--- config.mk ---
export PLATFORM = sky130hd
export DESIGN_NAME = qsw_watchdog
export DESIGN_NICKNAME = d
export VERILOG_FILES = /design/src/core/qsw_pkg.sv /design/src/core/qsw_sync.sv /design/src/core/qsw_dog_timer.sv /design/src/core/qsw_watchdog.sv
export VERILOG_INCLUDE_DIRS = /design/src /design/src/core
export SDC_FILE = /design/constraint.sdc
export NUM_CORES = 1
export LEC_CHECK = 0
export ABC_AREA = 1
export BUFFER_PORTS_ARGS = -buffer_cell sky130_fd_sc_hd__buf_2
export CAP_MARGIN = 5
export CORE_AREA = 4 4 138 100
export DETAILED_ROUTE_END_ITERATION = 16
export DIE_AREA = 0 0 142 104
export GPL_TIMING_DRIVEN = 0
export PLACE_DENSITY = 0.67
export SETUP_SLACK_MARGIN = 0.02
export SKIP_CTS_REPAIR_TIMING = 1
export SLEW_MARGIN = 5
export SYNTH_ARGS = -nofsm -noshare
export SYNTH_HDL_FRONTEND = slang
export SYNTH_HIERARCHICAL = 1
export SYNTH_SLANG_ARGS = --single-unit
--- constraint.sdc ---
create_clock -name mclk -period 2.7 [get_ports mclk]
set_input_delay 0.27 -clock mclk [delete_from_list [all_inputs] [get_ports mclk]]
set_output_delay 0.27 -clock mclk [all_outputs]
set_load 0.03 [all_outputs]
--- src/core/qsw_defs.svh ---
// Constants for the quad switch mode and watchdog logic.
`ifndef QSW_DEFS_SVH
`define QSW_DEFS_SVH

// Serial frame layout.
`define QSW_FRAME_BITS     16
`define QSW_CNT_W          5
`define QSW_TOGGLE_POS     15
`define QSW_ADDR_HI        14
`define QSW_ADDR_LO        12

// Register addresses carried in the frame.
`define QSW_ADDR_OUT       3'h0
`define QSW_ADDR_DOG       3'h1
`define QSW_ADDR_THERM     3'h2
`define QSW_ADDR_TRIP      3'h3

// Defaults restored on fail-safe entry.
`define QSW_TRIP_LOW_RST   3'h0
`define QSW_TRIP_HIGH_RST  1'h0
`define QSW_BLANK_RST      3'h0
`define QSW_THERM_CFG_RST  4'h0

// Fail-safe selection codes and the output patterns they force.
`define QSW_FS_GROUND      2'h0
`define QSW_FS_LOW         2'h1
`define QSW_FS_MID         2'h2
`define QSW_FS_OPEN        2'h3
`define QSW_PAT_LOW        4'h0
`define QSW_PAT_MID        4'h1
`define QSW_PAT_OPEN       4'h5

// Timing: internal oscillator period and watchdog base multiple.
`define QSW_MCLK_HZ        10000000
`define QSW_OSC_NS         1000
`define QSW_OSC_DIV        ((`QSW_OSC_NS * (`QSW_MCLK_HZ / 1000000)) / 1000)
`define QSW_DOG_BASE_TICKS 10000
`define QSW_TICK_W         20
`define QSW_DIV_W          8

`endif

--- src/core/qsw_pkg.sv ---
// Types shared by the quad switch mode and watchdog logic.
package qsw_pkg;

  typedef enum logic [1:0] {
    mode_sleep    = 2'b00,
    mode_normal   = 2'b01,
    mode_fault    = 2'b10,
    mode_failsafe = 2'b11
  } qsw_mode_t;

endpackage

--- src/core/qsw_sync.sv ---
// Two-stage synchroniser for pins arriving from outside the mclk domain.
`timescale 1ns/10ps
module qsw_sync #(
  parameter int W = 1
) (
  // Clock and reset.
  input  wire logic         mclk,
  input  wire logic         rst_n,
  // Asynchronous inputs and their synchronised copies.
  input  wire logic [W-1:0] async_in,
  output logic      [W-1:0] sync_out
);

  logic [W-1:0] meta_reg;

  always_ff @(posedge mclk) begin
    if (!rst_n) begin
      meta_reg <= '0;
      sync_out <= '0;
    end else begin
      meta_reg <= async_in;
      sync_out <= meta_reg;
    end
  end

endmodule

--- src/core/qsw_dog_timer.sv ---
// Watchdog timer counted in internal oscillator ticks.
`timescale 1ns/10ps
`include "qsw_defs.svh"
module qsw_dog_timer #(
  parameter int OSC_DIV    = `QSW_OSC_DIV,
  parameter int BASE_TICKS = `QSW_DOG_BASE_TICKS
) (
  // Clock and reset.
  input  wire logic       mclk,
  input  wire logic       rst_n,
  // Control.
  input  wire logic       run,
  input  wire logic       restart,
  input  wire logic [1:0] period_sel,
  // One-cycle pulse when the period runs out.
  output logic            expired
);

  logic [`QSW_DIV_W-1:0]  div_reg;
  logic [`QSW_TICK_W-1:0] tick_reg;
  logic                   osc_tick;

  // Period is the base multiple doubled for each step of the selection.
  function automatic logic [`QSW_TICK_W-1:0] limit(input logic [1:0] sel);
    limit = `QSW_TICK_W'(BASE_TICKS) << sel;
  endfunction

  assign osc_tick = (div_reg == `QSW_DIV_W'(OSC_DIV - 1));

  always_ff @(posedge mclk) begin
    if (!rst_n || !run || restart || osc_tick) begin
      div_reg <= '0;
    end else begin
      div_reg <= div_reg + `QSW_DIV_W'(1);
    end
  end

  always_ff @(posedge mclk) begin
    if (!rst_n || !run || restart) begin
      tick_reg <= '0;
      expired  <= 1'b0;
    end else if (osc_tick) begin
      if (tick_reg >= limit(period_sel) - `QSW_TICK_W'(1)) begin
        tick_reg <= '0;
        expired  <= 1'b1;
      end else begin
        tick_reg <= tick_reg + `QSW_TICK_W'(1);
        expired  <= 1'b0;
      end
    end else begin
      expired <= 1'b0;
    end
  end

endmodule

--- src/core/qsw_watchdog.sv ---
// Mode sequencing, watchdog, fail-safe and thermal shutdown of a quad switch.
//
// What this block does
// - Serial words shift both ways together, bit 15 first down to bit 0.
// - After power up and before any pin change the block sleeps.
// - Outside fail-safe, mode request and init both low means sleep with all outputs off.
// - In sleep every serially written setting acts as zero.
// - Init high with no fault is normal mode; fault flag high, watchdog runs.
// - A fault enters fault mode, pulls fault flag low, stops faulted outputs.
// - Unless selection grounded, a rise of either pin arms the watchdog.
// - Timeout is the base tick count doubled for each step of the programmed period selection.
// - Host toggles bit 15 within the timeout; then operation stays normal.
// - Expiry without a toggle enters fail-safe until reinitialised.
// - In fail-safe only the selection sets outputs; commands are ignored.
// - Selection codes: grounded off, low all off, mid out 0, open outs 0,2.
// - Fail-safe entry restores trip levels, blank time and thermal hold config.
// - Protections keep working in fail-safe with defaults; the watchdog stops.
// - Status bit 2 reads one in fail-safe, else zero.
// - Fail-safe ends when both pins fall together or selection is grounded.
// - Grounded selection disables both watchdog and fail-safe.
// - Each output has its own thermal detector stopping only that output.
// - Thermal shutdown latches by default; a per-output bit selects auto.
// - Latched: output stays off until cool and commanded off then on.
// - Non-latched: output returns by itself once the thermal signal clears.
// - Frames are exactly sixteen bits; input bits sampled on clock fall.
// - A received frame is written on the rising edge of chip select.
// - Status is loaded into the output shifter on chip select falling.
`timescale 1ns/10ps
`include "qsw_defs.svh"
module qsw_watchdog #(
  parameter int DOG_BASE_TICKS = `QSW_DOG_BASE_TICKS
) (
  // Clock and reset.
  input  wire logic              mclk,
  input  wire logic              rst_n,
  // Mode pins.
  input  wire logic              mode_req_in,
  input  wire logic              init_in,
  input  wire logic [1:0]        failsafe_select_in,
  // Direct controls and per-output detectors.
  input  wire logic [3:0]        direct_inputs,
  input  wire logic [3:0]        over_temp_in,
  input  wire logic [3:0]        other_fault_in,
  // Serial port.
  input  wire logic              cs_n,
  input  wire logic              sclk,
  input  wire logic              si,
  output logic                   so_out,
  output logic                   so_oe,
  // Switch drive and status.
  output logic [3:0]             switch_out,
  output logic                   fault_flag_n,
  output logic                   dog_expired_flag,
  output qsw_pkg::qsw_mode_t     mode_out,
  // Trip configuration for the analog current sensing.
  output logic [2:0]             low_trip_level,
  output logic                   high_trip_level,
  output logic [2:0]             trip_blank_time
);
  import qsw_pkg::*;

  // Synchronised pins.
  logic [18:0] pins_s;
  logic        cs_s;
  logic        sclk_s;
  logic        si_s;
  logic        mode_s;
  logic        init_s;
  logic [1:0]  fs_sel_s;
  logic [3:0]  direct_s;
  logic [3:0]  ot_s;
  logic [3:0]  ext_s;

  qsw_sync #(
    .W(19)
  ) u_sync (
    .mclk     (mclk),
    .rst_n    (rst_n),
    // Select enters inverted so the flops' reset zero reads as an idle bus, not a false fall.
    .async_in ({~cs_n, sclk, si, mode_req_in, init_in, failsafe_select_in,
                direct_inputs, over_temp_in, other_fault_in}),
    .sync_out (pins_s)
  );

  assign cs_s     = ~pins_s[18];
  assign sclk_s   = pins_s[17];
  assign si_s     = pins_s[16];
  assign mode_s   = pins_s[15];
  assign init_s   = pins_s[14];
  assign fs_sel_s = pins_s[13:12];
  assign direct_s = pins_s[11:8];
  assign ot_s     = pins_s[7:4];
  assign ext_s    = pins_s[3:0];

  // Previous values for edge detection.
  logic cs_d_reg;
  logic sclk_d_reg;
  logic mode_d_reg;
  logic init_d_reg;

  always_ff @(posedge mclk) begin
    if (!rst_n) begin
      cs_d_reg   <= 1'b1;
      sclk_d_reg <= 1'b0;
      mode_d_reg <= 1'b0;
      init_d_reg <= 1'b0;
    end else begin
      cs_d_reg   <= cs_s;
      sclk_d_reg <= sclk_s;
      mode_d_reg <= mode_s;
      init_d_reg <= init_s;
    end
  end

  logic cs_fall;
  logic cs_rise;
  logic sclk_fall;
  logic sclk_rise;
  logic pin_rise;
  logic both_fall;
  logic both_low;
  logic fs_grounded;

  assign cs_fall     = cs_d_reg & ~cs_s;
  assign cs_rise     = ~cs_d_reg & cs_s;
  assign sclk_fall   = ~cs_s & sclk_d_reg & ~sclk_s;
  assign sclk_rise   = ~cs_s & ~sclk_d_reg & sclk_s;
  assign pin_rise    = (~mode_d_reg & mode_s) | (~init_d_reg & init_s);
  assign both_fall   = mode_d_reg & init_d_reg & ~mode_s & ~init_s;
  assign both_low    = ~mode_s & ~init_s;
  assign fs_grounded = (fs_sel_s == `QSW_FS_GROUND);

  // Mode state.
  qsw_mode_t mode_reg;
  qsw_mode_t mode_next;
  logic      armed_reg;
  logic      dog_expire;
  logic      fault_present;
  logic      in_sleep;
  logic      in_failsafe;

  assign in_sleep    = (mode_reg == mode_sleep);
  assign in_failsafe = (mode_reg == mode_failsafe);

  // Serial receive and transmit.
  logic [15:0]            rx_reg;
  logic [15:0]            tx_reg;
  logic [`QSW_CNT_W-1:0]  bit_cnt_reg;
  logic                   frame_done;
  logic                   last_toggle_reg;
  logic                   dog_restart;
  logic [2:0]             frame_addr;

  always_ff @(posedge mclk) begin
    if (!rst_n) begin
      rx_reg      <= 16'h0000;
      bit_cnt_reg <= '0;
    end else if (cs_fall) begin
      bit_cnt_reg <= '0;
    end else if (sclk_fall) begin
      rx_reg      <= {rx_reg[14:0], si_s};
      if (bit_cnt_reg != `QSW_CNT_W'(`QSW_FRAME_BITS + 1)) begin
        bit_cnt_reg <= bit_cnt_reg + `QSW_CNT_W'(1);
      end
    end
  end

  // Overlong or short frames are dropped so a glitch cannot write settings.
  assign frame_done = cs_rise && (bit_cnt_reg == `QSW_CNT_W'(`QSW_FRAME_BITS));
  assign frame_addr = rx_reg[`QSW_ADDR_HI:`QSW_ADDR_LO];

  // Status word; bit 2 reports fail-safe.
  function automatic logic [15:0] status_word(input logic [3:0] hold,
                                              input logic [3:0] outs,
                                              input logic       flt,
                                              input logic       fsafe,
                                              input logic [1:0] sel);
    status_word = {4'h0, hold, outs, flt, fsafe, sel};
  endfunction

  logic [3:0] therm_hold_reg;

  always_ff @(posedge mclk) begin
    if (!rst_n) begin
      tx_reg <= 16'h0000;
      so_out <= 1'b0;
      so_oe  <= 1'b0;
    end else begin
      so_oe <= ~cs_s;
      if (cs_fall) begin
        tx_reg <= status_word(therm_hold_reg, switch_out, ~fault_flag_n,
                              in_failsafe, fs_sel_s);
        so_out <= 1'b0;
      end else if (sclk_rise) begin
        so_out <= tx_reg[15];
        tx_reg <= {tx_reg[14:0], 1'b0};
      end
    end
  end

  // Watchdog toggle tracking.
  always_ff @(posedge mclk) begin
    if (!rst_n) begin
      last_toggle_reg <= 1'b0;
    end else if (frame_done) begin
      last_toggle_reg <= rx_reg[`QSW_TOGGLE_POS];
    end
  end

  assign dog_restart = pin_rise ||
                       (frame_done && (rx_reg[`QSW_TOGGLE_POS] != last_toggle_reg));

  // Settings written over the serial port.
  logic [3:0] out_cmd_reg;
  logic [1:0] dog_period_select;
  logic [3:0] thermal_hold_cfg;

  always_ff @(posedge mclk) begin
    if (!rst_n || in_sleep) begin
      out_cmd_reg       <= 4'h0;
      dog_period_select <= 2'h0;
    end else if (frame_done) begin
      if (frame_addr == `QSW_ADDR_OUT) begin
        out_cmd_reg <= rx_reg[3:0];
      end
      if (frame_addr == `QSW_ADDR_DOG) begin
        dog_period_select <= rx_reg[1:0];
      end
    end
  end

  // Trip and thermal settings fall back to defaults on fail-safe entry.
  always_ff @(posedge mclk) begin
    if (!rst_n || in_sleep) begin
      low_trip_level   <= 3'h0;
      high_trip_level  <= 1'h0;
      trip_blank_time  <= 3'h0;
      thermal_hold_cfg <= 4'h0;
    end else if (mode_next == mode_failsafe && !in_failsafe) begin
      low_trip_level   <= `QSW_TRIP_LOW_RST;
      high_trip_level  <= `QSW_TRIP_HIGH_RST;
      trip_blank_time  <= `QSW_BLANK_RST;
      thermal_hold_cfg <= `QSW_THERM_CFG_RST;
    end else if (frame_done) begin
      if (frame_addr == `QSW_ADDR_THERM) begin
        thermal_hold_cfg <= rx_reg[3:0];
      end
      if (frame_addr == `QSW_ADDR_TRIP) begin
        low_trip_level  <= rx_reg[2:0];
        high_trip_level <= rx_reg[3];
        trip_blank_time <= rx_reg[6:4];
      end
    end
  end

  // Watchdog arming. The waking rise is seen while the mode is still sleep, so it must win.
  always_ff @(posedge mclk) begin
    if (!rst_n || fs_grounded) begin
      armed_reg <= 1'b0;
    end else if (pin_rise) begin
      armed_reg <= 1'b1;
    end else if (in_sleep) begin
      armed_reg <= 1'b0;
    end
  end

  qsw_dog_timer #(
    .OSC_DIV    (`QSW_OSC_DIV),
    .BASE_TICKS (DOG_BASE_TICKS)
  ) u_dog (
    .mclk       (mclk),
    .rst_n      (rst_n),
    .run        (armed_reg && !fs_grounded && !in_failsafe),
    .restart    (dog_restart),
    .period_sel (dog_period_select),
    .expired    (dog_expire)
  );

  // Fail-safe output pattern.
  function automatic logic [3:0] fs_pattern(input logic [1:0] sel);
    unique case (sel)
      `QSW_FS_GROUND: fs_pattern = 4'h0;
      `QSW_FS_LOW:    fs_pattern = `QSW_PAT_LOW;
      `QSW_FS_MID:    fs_pattern = `QSW_PAT_MID;
      `QSW_FS_OPEN:   fs_pattern = `QSW_PAT_OPEN;
    endcase
  endfunction

  // Commanded output state.
  logic [3:0] cmd_eff;

  always_comb begin
    if (in_failsafe) begin
      cmd_eff = fs_pattern(fs_sel_s);
    end else begin
      cmd_eff = out_cmd_reg | direct_s;
    end
  end

  // Thermal shutdown, one per output; a new over-temperature wins over release.
  always_ff @(posedge mclk) begin
    if (!rst_n) begin
      therm_hold_reg <= 4'h0;
    end else begin
      for (int i = 0; i < 4; i++) begin
        if (ot_s[i]) begin
          therm_hold_reg[i] <= 1'b1;
        end else if (thermal_hold_cfg[i]) begin
          therm_hold_reg[i] <= 1'b0;
        end else if (!cmd_eff[i]) begin
          therm_hold_reg[i] <= 1'b0;
        end
      end
    end
  end

  assign fault_present = |(therm_hold_reg | ot_s | ext_s);

  // Mode sequencing.
  always_comb begin
    mode_next = mode_reg;
    unique case (mode_reg)
      mode_failsafe: begin
        if (fs_grounded || both_fall) begin
          mode_next = both_low ? mode_sleep
                    : (fault_present ? mode_fault : mode_normal);
        end
      end
      mode_sleep, mode_normal, mode_fault: begin
        if (both_low) begin
          mode_next = mode_sleep;
        end else if (dog_expire && armed_reg && !fs_grounded) begin
          mode_next = mode_failsafe;
        end else if (fault_present) begin
          mode_next = mode_fault;
        end else begin
          mode_next = mode_normal;
        end
      end
    endcase
  end

  always_ff @(posedge mclk) begin
    if (!rst_n) begin
      mode_reg <= mode_sleep;
    end else begin
      mode_reg <= mode_next;
    end
  end

  // Registered outputs.
  always_ff @(posedge mclk) begin
    if (!rst_n) begin
      switch_out       <= 4'h0;
      fault_flag_n     <= 1'b1;
      dog_expired_flag <= 1'b0;
      mode_out         <= mode_sleep;
    end else begin
      if (in_sleep) begin
        switch_out <= 4'h0;
      end else begin
        switch_out <= cmd_eff & ~therm_hold_reg & ~ot_s & ~ext_s;
      end
      fault_flag_n     <= in_sleep | ~fault_present;
      dog_expired_flag <= in_failsafe;
      mode_out         <= mode_reg;
    end
  end

endmodule

Word-level counts from Yosys, hierarchy flattened:

Cells that the tools add are included.

* register bits: 143
* input port bits: 21
* output and inout bits: 17
* word-level logic and storage cells: 155

* $add $sub $neg: 4
* magnitude comparators: 1
* equal/unequal tests: 18
* shift operators: 1
* muxes and demuxes: 26
* bitwise operators: 37
* reduce and logical (&&, ||, !) cells: 36

Operators with widths (count)
* two-way mux 12 bit: 2
* adder 20 x 1 -> 20 bit (second input constant): 1
* greater-or-equal comparator 20 bit: 1
* two-way mux 20 bit: 1
* << shifter 14 x 2 -> 20 bit (first input constant): 1
* subtractor 20 x 1 -> 20 bit (second input constant): 1
* two-way mux 1 bit: 15
* NOT 1 bit: 14
* bitwise AND 1 bit: 12
* bitwise AND 4 bit: 3
* != test 3 x 2 -> 1 bit (second input constant): 4
* NOT 4 bit: 3
* bitwise OR 4 bit: 3
* one-hot mux 4 bit (3 select lines): 1
* AND reduction 2 bit: 6
* == test 2 bit (second input constant): 5
* two-way mux 2 bit: 5
* OR reduction 2 bit: 5
* adder 8 x 1 -> 8 bit (second input constant): 1
* == test 8 x 4 -> 1 bit (second input constant): 1
* logical AND 1 bit: 7
* logical OR 1 bit: 7
* == test 3 x 2 -> 1 bit (second input constant): 2
* adder 5 x 1 -> 5 bit (second input constant): 1
* 14 further kinds: 21

Depth between registers and ports, before layout:

* word-level depth: 10
* depth in mapped cells: 14
* gate-level depth less buffers: 14

By module:

The synthesis kept the hierarchy.

By module, submodules not included
* qsw_watchdog: times used 1, cells an instance 402, area an instance 3074.2 µm², sequential area each 1521.5 µm²
* qsw_dog_timer: times used 1, cells an instance 296, area an instance 1999.4 µm², sequential area each 580.6 µm²
* qsw_sync: times used 1, cells an instance 118, area an instance 1081.0 µm², sequential area each 760.7 µm²

Worst setup path after synthesis:

Ideal clock, no wire load.

* path type: register to register
* start point: reg dog_period_select[1]
* end point: reg u_dog.tick_reg[10]
* library setup time: 118 ps
* arrival time: 1910 ps
* required time: 2582 ps
* path slack: 673 ps
* cell stages (with the launch flop): 13
* period minus slack after synthesis: 2027 ps
* cell sequence: dfxtp_1 -> inv_1 -> ha_1 -> ha_1 -> nand2_1 -> nor2_1 -> and2_2 -> nand2_1 -> nor2_2 -> nor2_2 -> a21oi_4 -> buf_6 -> nor2_1

* word-level cells in the longest chain between the ends: 4

Ends and longest elaborated chain
* from (decl): line qsw_watchdog.sv:215 `logic [1:0] dog_period_select;`
* from (signal assigned): line qsw_watchdog.sv:227 `dog_period_select <= rx_reg[1:0];`
* << shifter 14 x 2 -> 20 bit (no line)
* subtractor 20 x 1 -> 20 bit: line qsw_dog_timer.sv:43 `` if (tick_reg >= limit(period_sel) - `QSW_TICK_W'(1)) begin ``
* greater-or-equal comparator 20 bit: line qsw_dog_timer.sv:43
* two-way mux 20 bit: line qsw_dog_timer.sv:43
* to (signal assigned): line qsw_dog_timer.sv:47 `` tick_reg <= tick_reg + `QSW_TICK_W'(1); ``
* to (decl): line qsw_dog_timer.sv:20 `` logic [`QSW_TICK_W-1:0] tick_reg; ``

No other way between the ends.
A chain may end at the register's enable or synchronous reset.

Worst setup path in the final report:

* start point: reg dog_period_select[1]
* end point: reg u_dog.tick_reg[15]

Same word-level chain as after synthesis.

==> results.toml <==
[worst_setup_path]
cp.required_ns = 3.01
cp-start-kind = "flip-flop"
r2r_start = "dog_period_select[1]"
rr_worst_depth = 12
critPathMaxFanout = 10
cp_data_arrival_time_ns = 2.81
ff2ff_setup_slack_ns = 0.20
crit_path_end_kind = "flip-flop"
regToRegEndpoint = "u_dog/tick_reg[15]"
crit_type = "reg2reg"

[routing]
drtPass1Iterations = 5
drc = 0
routed_wl_um = 13570
drtIter0Drc = 393
via_count = 5168
vias_per_cell = 4.927
routedWlPerCell_um = 12.93
ant_nets = 0

[status]
outcome = "finished, final reports clean"

[power]
clockPowerShare_pct = 49.4
power_frac_comb_pct = 3.1
leakagePower_uw = 0.003313
power_frac_seq_pct = 47.5
ir_drop_mv = 0.4262
powerDensity_nw_per_um2 = 640.8
p_sw_share_pct = 23.05
p_switching_uw = 1052
p_int_uw = 3511

[synth]
ys.warnings.count = 6
synth-edff-count = 0
yosys_most_used_dff = "dfxtp_1"
async_flop_share_pct = 0
synth_seq_cells = 143
synthTopCellsByArea = "dfxtp_1, nand2_1, inv_1"
synth_area_leader_cell = "dfxtp_1"
syn-instance-count = 816
synth_common_cells = "nand2_1, dfxtp_1, inv_1, nor2_1, nand3_1"
synth.top_cell.area_share_pct = 46.51
ys_seq_area_share_pct = 46.51
syn_area_per_cell_um2 = 7.542
syn_area_um2 = 6155
yosysUniqueCellTypes = 43
synthMostInstantiatedCell = "nand2_1"

[sta]
worst_slew_pin_slew_ns = 0.6016
fmax_ghz = 0.3998
rsz0062_at_grt = "false"
fin_setup_tns_ns = 0
finClkSkew_ns = 0.009459
final_hold_viol_count = 0
timing.slew.headroom_pct = 59.89
worst_slack_ns = 0.1985
finalMaxSlewViolations = 0
period_needed_ns = 2.502
finalSetupViolCount = 0
fin_crit_sh_pct = 92.65

[placed_design]
dp_slack_ns = 0.2243
gp_congestion = 0.9314
hpwl_um = 9939
port_buffers = 37

[cells_and_area]
nFillCells = 1090
syn_to_final_growth_pct = 15.69
final_nets = 922
drive_above_1_share_pct = 12.85
largest_reg_flops = 20
antennaDiodeCount = 0

[clock_network]
clock_tree.buffer_depth = 2
cts_sinks = 143
ctsHtreeMaxLevel = 4
clk_root_buffer_cell = "clkbuf_16"
cts_buffers = 17
clk_latency_ns = 0.42
cts_tree = "built"
cts.clk_slew.worst_paths_ns = 0.06

[grt]
grt_max_degree = 17
grt_usage_pct = 18.94
antenna_found_initial = 0
first_global_vias = 4706
grt_pass1_wl_um = 22710
overflow = 0

[job]
drv_cap = 0

[hold_path]
min_from = "sclk"
hold_depth = 3
holdPathEnd = "u_sync/meta_reg[17]"
hold_path.class = "in2reg"

[floorplanning]
core-area_um2 = 12380
initial_core_util_pct = 49.72
fp.dieArea_um2 = 14770
rows = 34
die_w_um = 142
io_pins = 38
die_h_um = 104
[critical path: stages, from the launching register on]
cell and delay, ns:
dfxtp_1 0.46, inv_1 0.19, ha_1 0.32, ha_1 0.30
nand2_1 0.06, nor2_1 0.07, and2_2 0.17, nand2_1 0.07
nor2_2 0.10, nor2_2 0.06, a21oi_4 0.34, buf_6 0.22
nor2_1 0.05
[kinds of logic after synthesis]
| kind of cell | Yosys count | share of synthesized area [%] |
|---|---|---|
| AOI/OAI and AO/OA | 114 | 10.35 |
| and+or+nand+nor | 393 | 27.59 |
| adders and majority gates | 27 | 5.489 |
| buffers and inverters | 134 | 9.433 |
| other | 1 | 0.06093 |
| xor gates and xnor gates | 4 | 0.5693 |
| DFF | 143 | 46.51 |
[stage by stage]
stage	utilization [%]	total power [uW]	hold slack (ns)	std cells	area, um2
2_1_floorplan	-	2304	0.3676	818	6162
3_3_place_gp	52.91	2349	0.4009	1017	6550
3_5_place_dp	52.91	2354	0.3999	1017	6550
4_1_cts	57.52	4611	0.009486	1049	7121
5_1_grt	57.52	4714	0.01934	1049	7121
6_report	57.52	4563	0.02725	1049	7121
[cell type report]
type                       instances  area, um2  share of cell area [%]
timing repair buffer              37      185.2                   2.601
clock buffer                      19      442.9                   6.220
inverter                         116      437.9                   6.150
multi-input combinational        541       2719                   38.18
sequential                       143       2863                   40.20
buffer                            18      142.6                   2.003
clock inverter                    13      127.6                   1.792
tap                              162      202.7                   2.847
[cells in the final DEF (no fill, tap or decap), types with 4 or more instances in the layout]
cell / Yosys / routed
buf_2: 3 / 40
nor2_2: 9 / 9
nand3_1: 51 / 51
clkbuf_16: 0 / 17
clkbuf_1: 3 / 4
dfxtp_1: 143 / 143
nor2_1: 104 / 104
inv_2: 6 / 6
nand4_1: 5 / 5
nor3_1: 21 / 21
o21a_1: 5 / 5
inv_1: 108 / 108
inv_6: 0 / 4
ha_1: 27 / 27
o21bai_1: 6 / 6
a21oi_1: 43 / 43
nand2_1: 186 / 186
buf_6: 8 / 8
o21ai_0: 47 / 47
[per-layer routing]
| metal | part of all wire, % | wire length [um] | GRT usage (%) | vias to the layer above |
|---|---|---|---|---|
| met4 | 1.4 | 191 | 6.027 | 0 |
| met5 | 0 | 0 | 0 | - |
| met1 | 52 | 7009 | 28.15 | 2322 |
| met2 | 41 | 5528 | 26.80 | 141 |
| met3 | 6.2 | 836 | 4.550 | 17 |
| li1 | - | - | - | 2688 |
[worst max-delay path by stage]
stage / cells after the start / end / slack, ns / from
after floorplan: 12 / u_dog/tick_reg[10] / 0.67 / dog_period_select[1]
after global placement: 12 / u_dog/tick_reg[10] / 0.29 / dog_period_select[1]
after detailed placement: 12 / u_dog/tick_reg[15] / 0.22 / dog_period_select[1]
after CTS: 12 / u_dog/tick_reg[15] / 0.20 / dog_period_select[1]
after global routing: 12 / u_dog/tick_reg[11] / 0.04 / dog_period_select[1]
final: 12 / u_dog/tick_reg[15] / 0.20 / dog_period_select[1]
[power by group through the flow]
stage / combinational [uW] / clock, uW / sequential (uW)
6_report: 142 / 2260 / 2170
5_1_grt: 162 / 2380 / 2170
4_1_cts: 143 / 2300 / 2170
3_5_place_dp: 142 / 0 / 2210
3_3_place_gp: 138 / 0 / 2210
2_1_floorplan: 92.9 / 0 / 2210
Note: power is estimated with default switching activity, not from simulation.
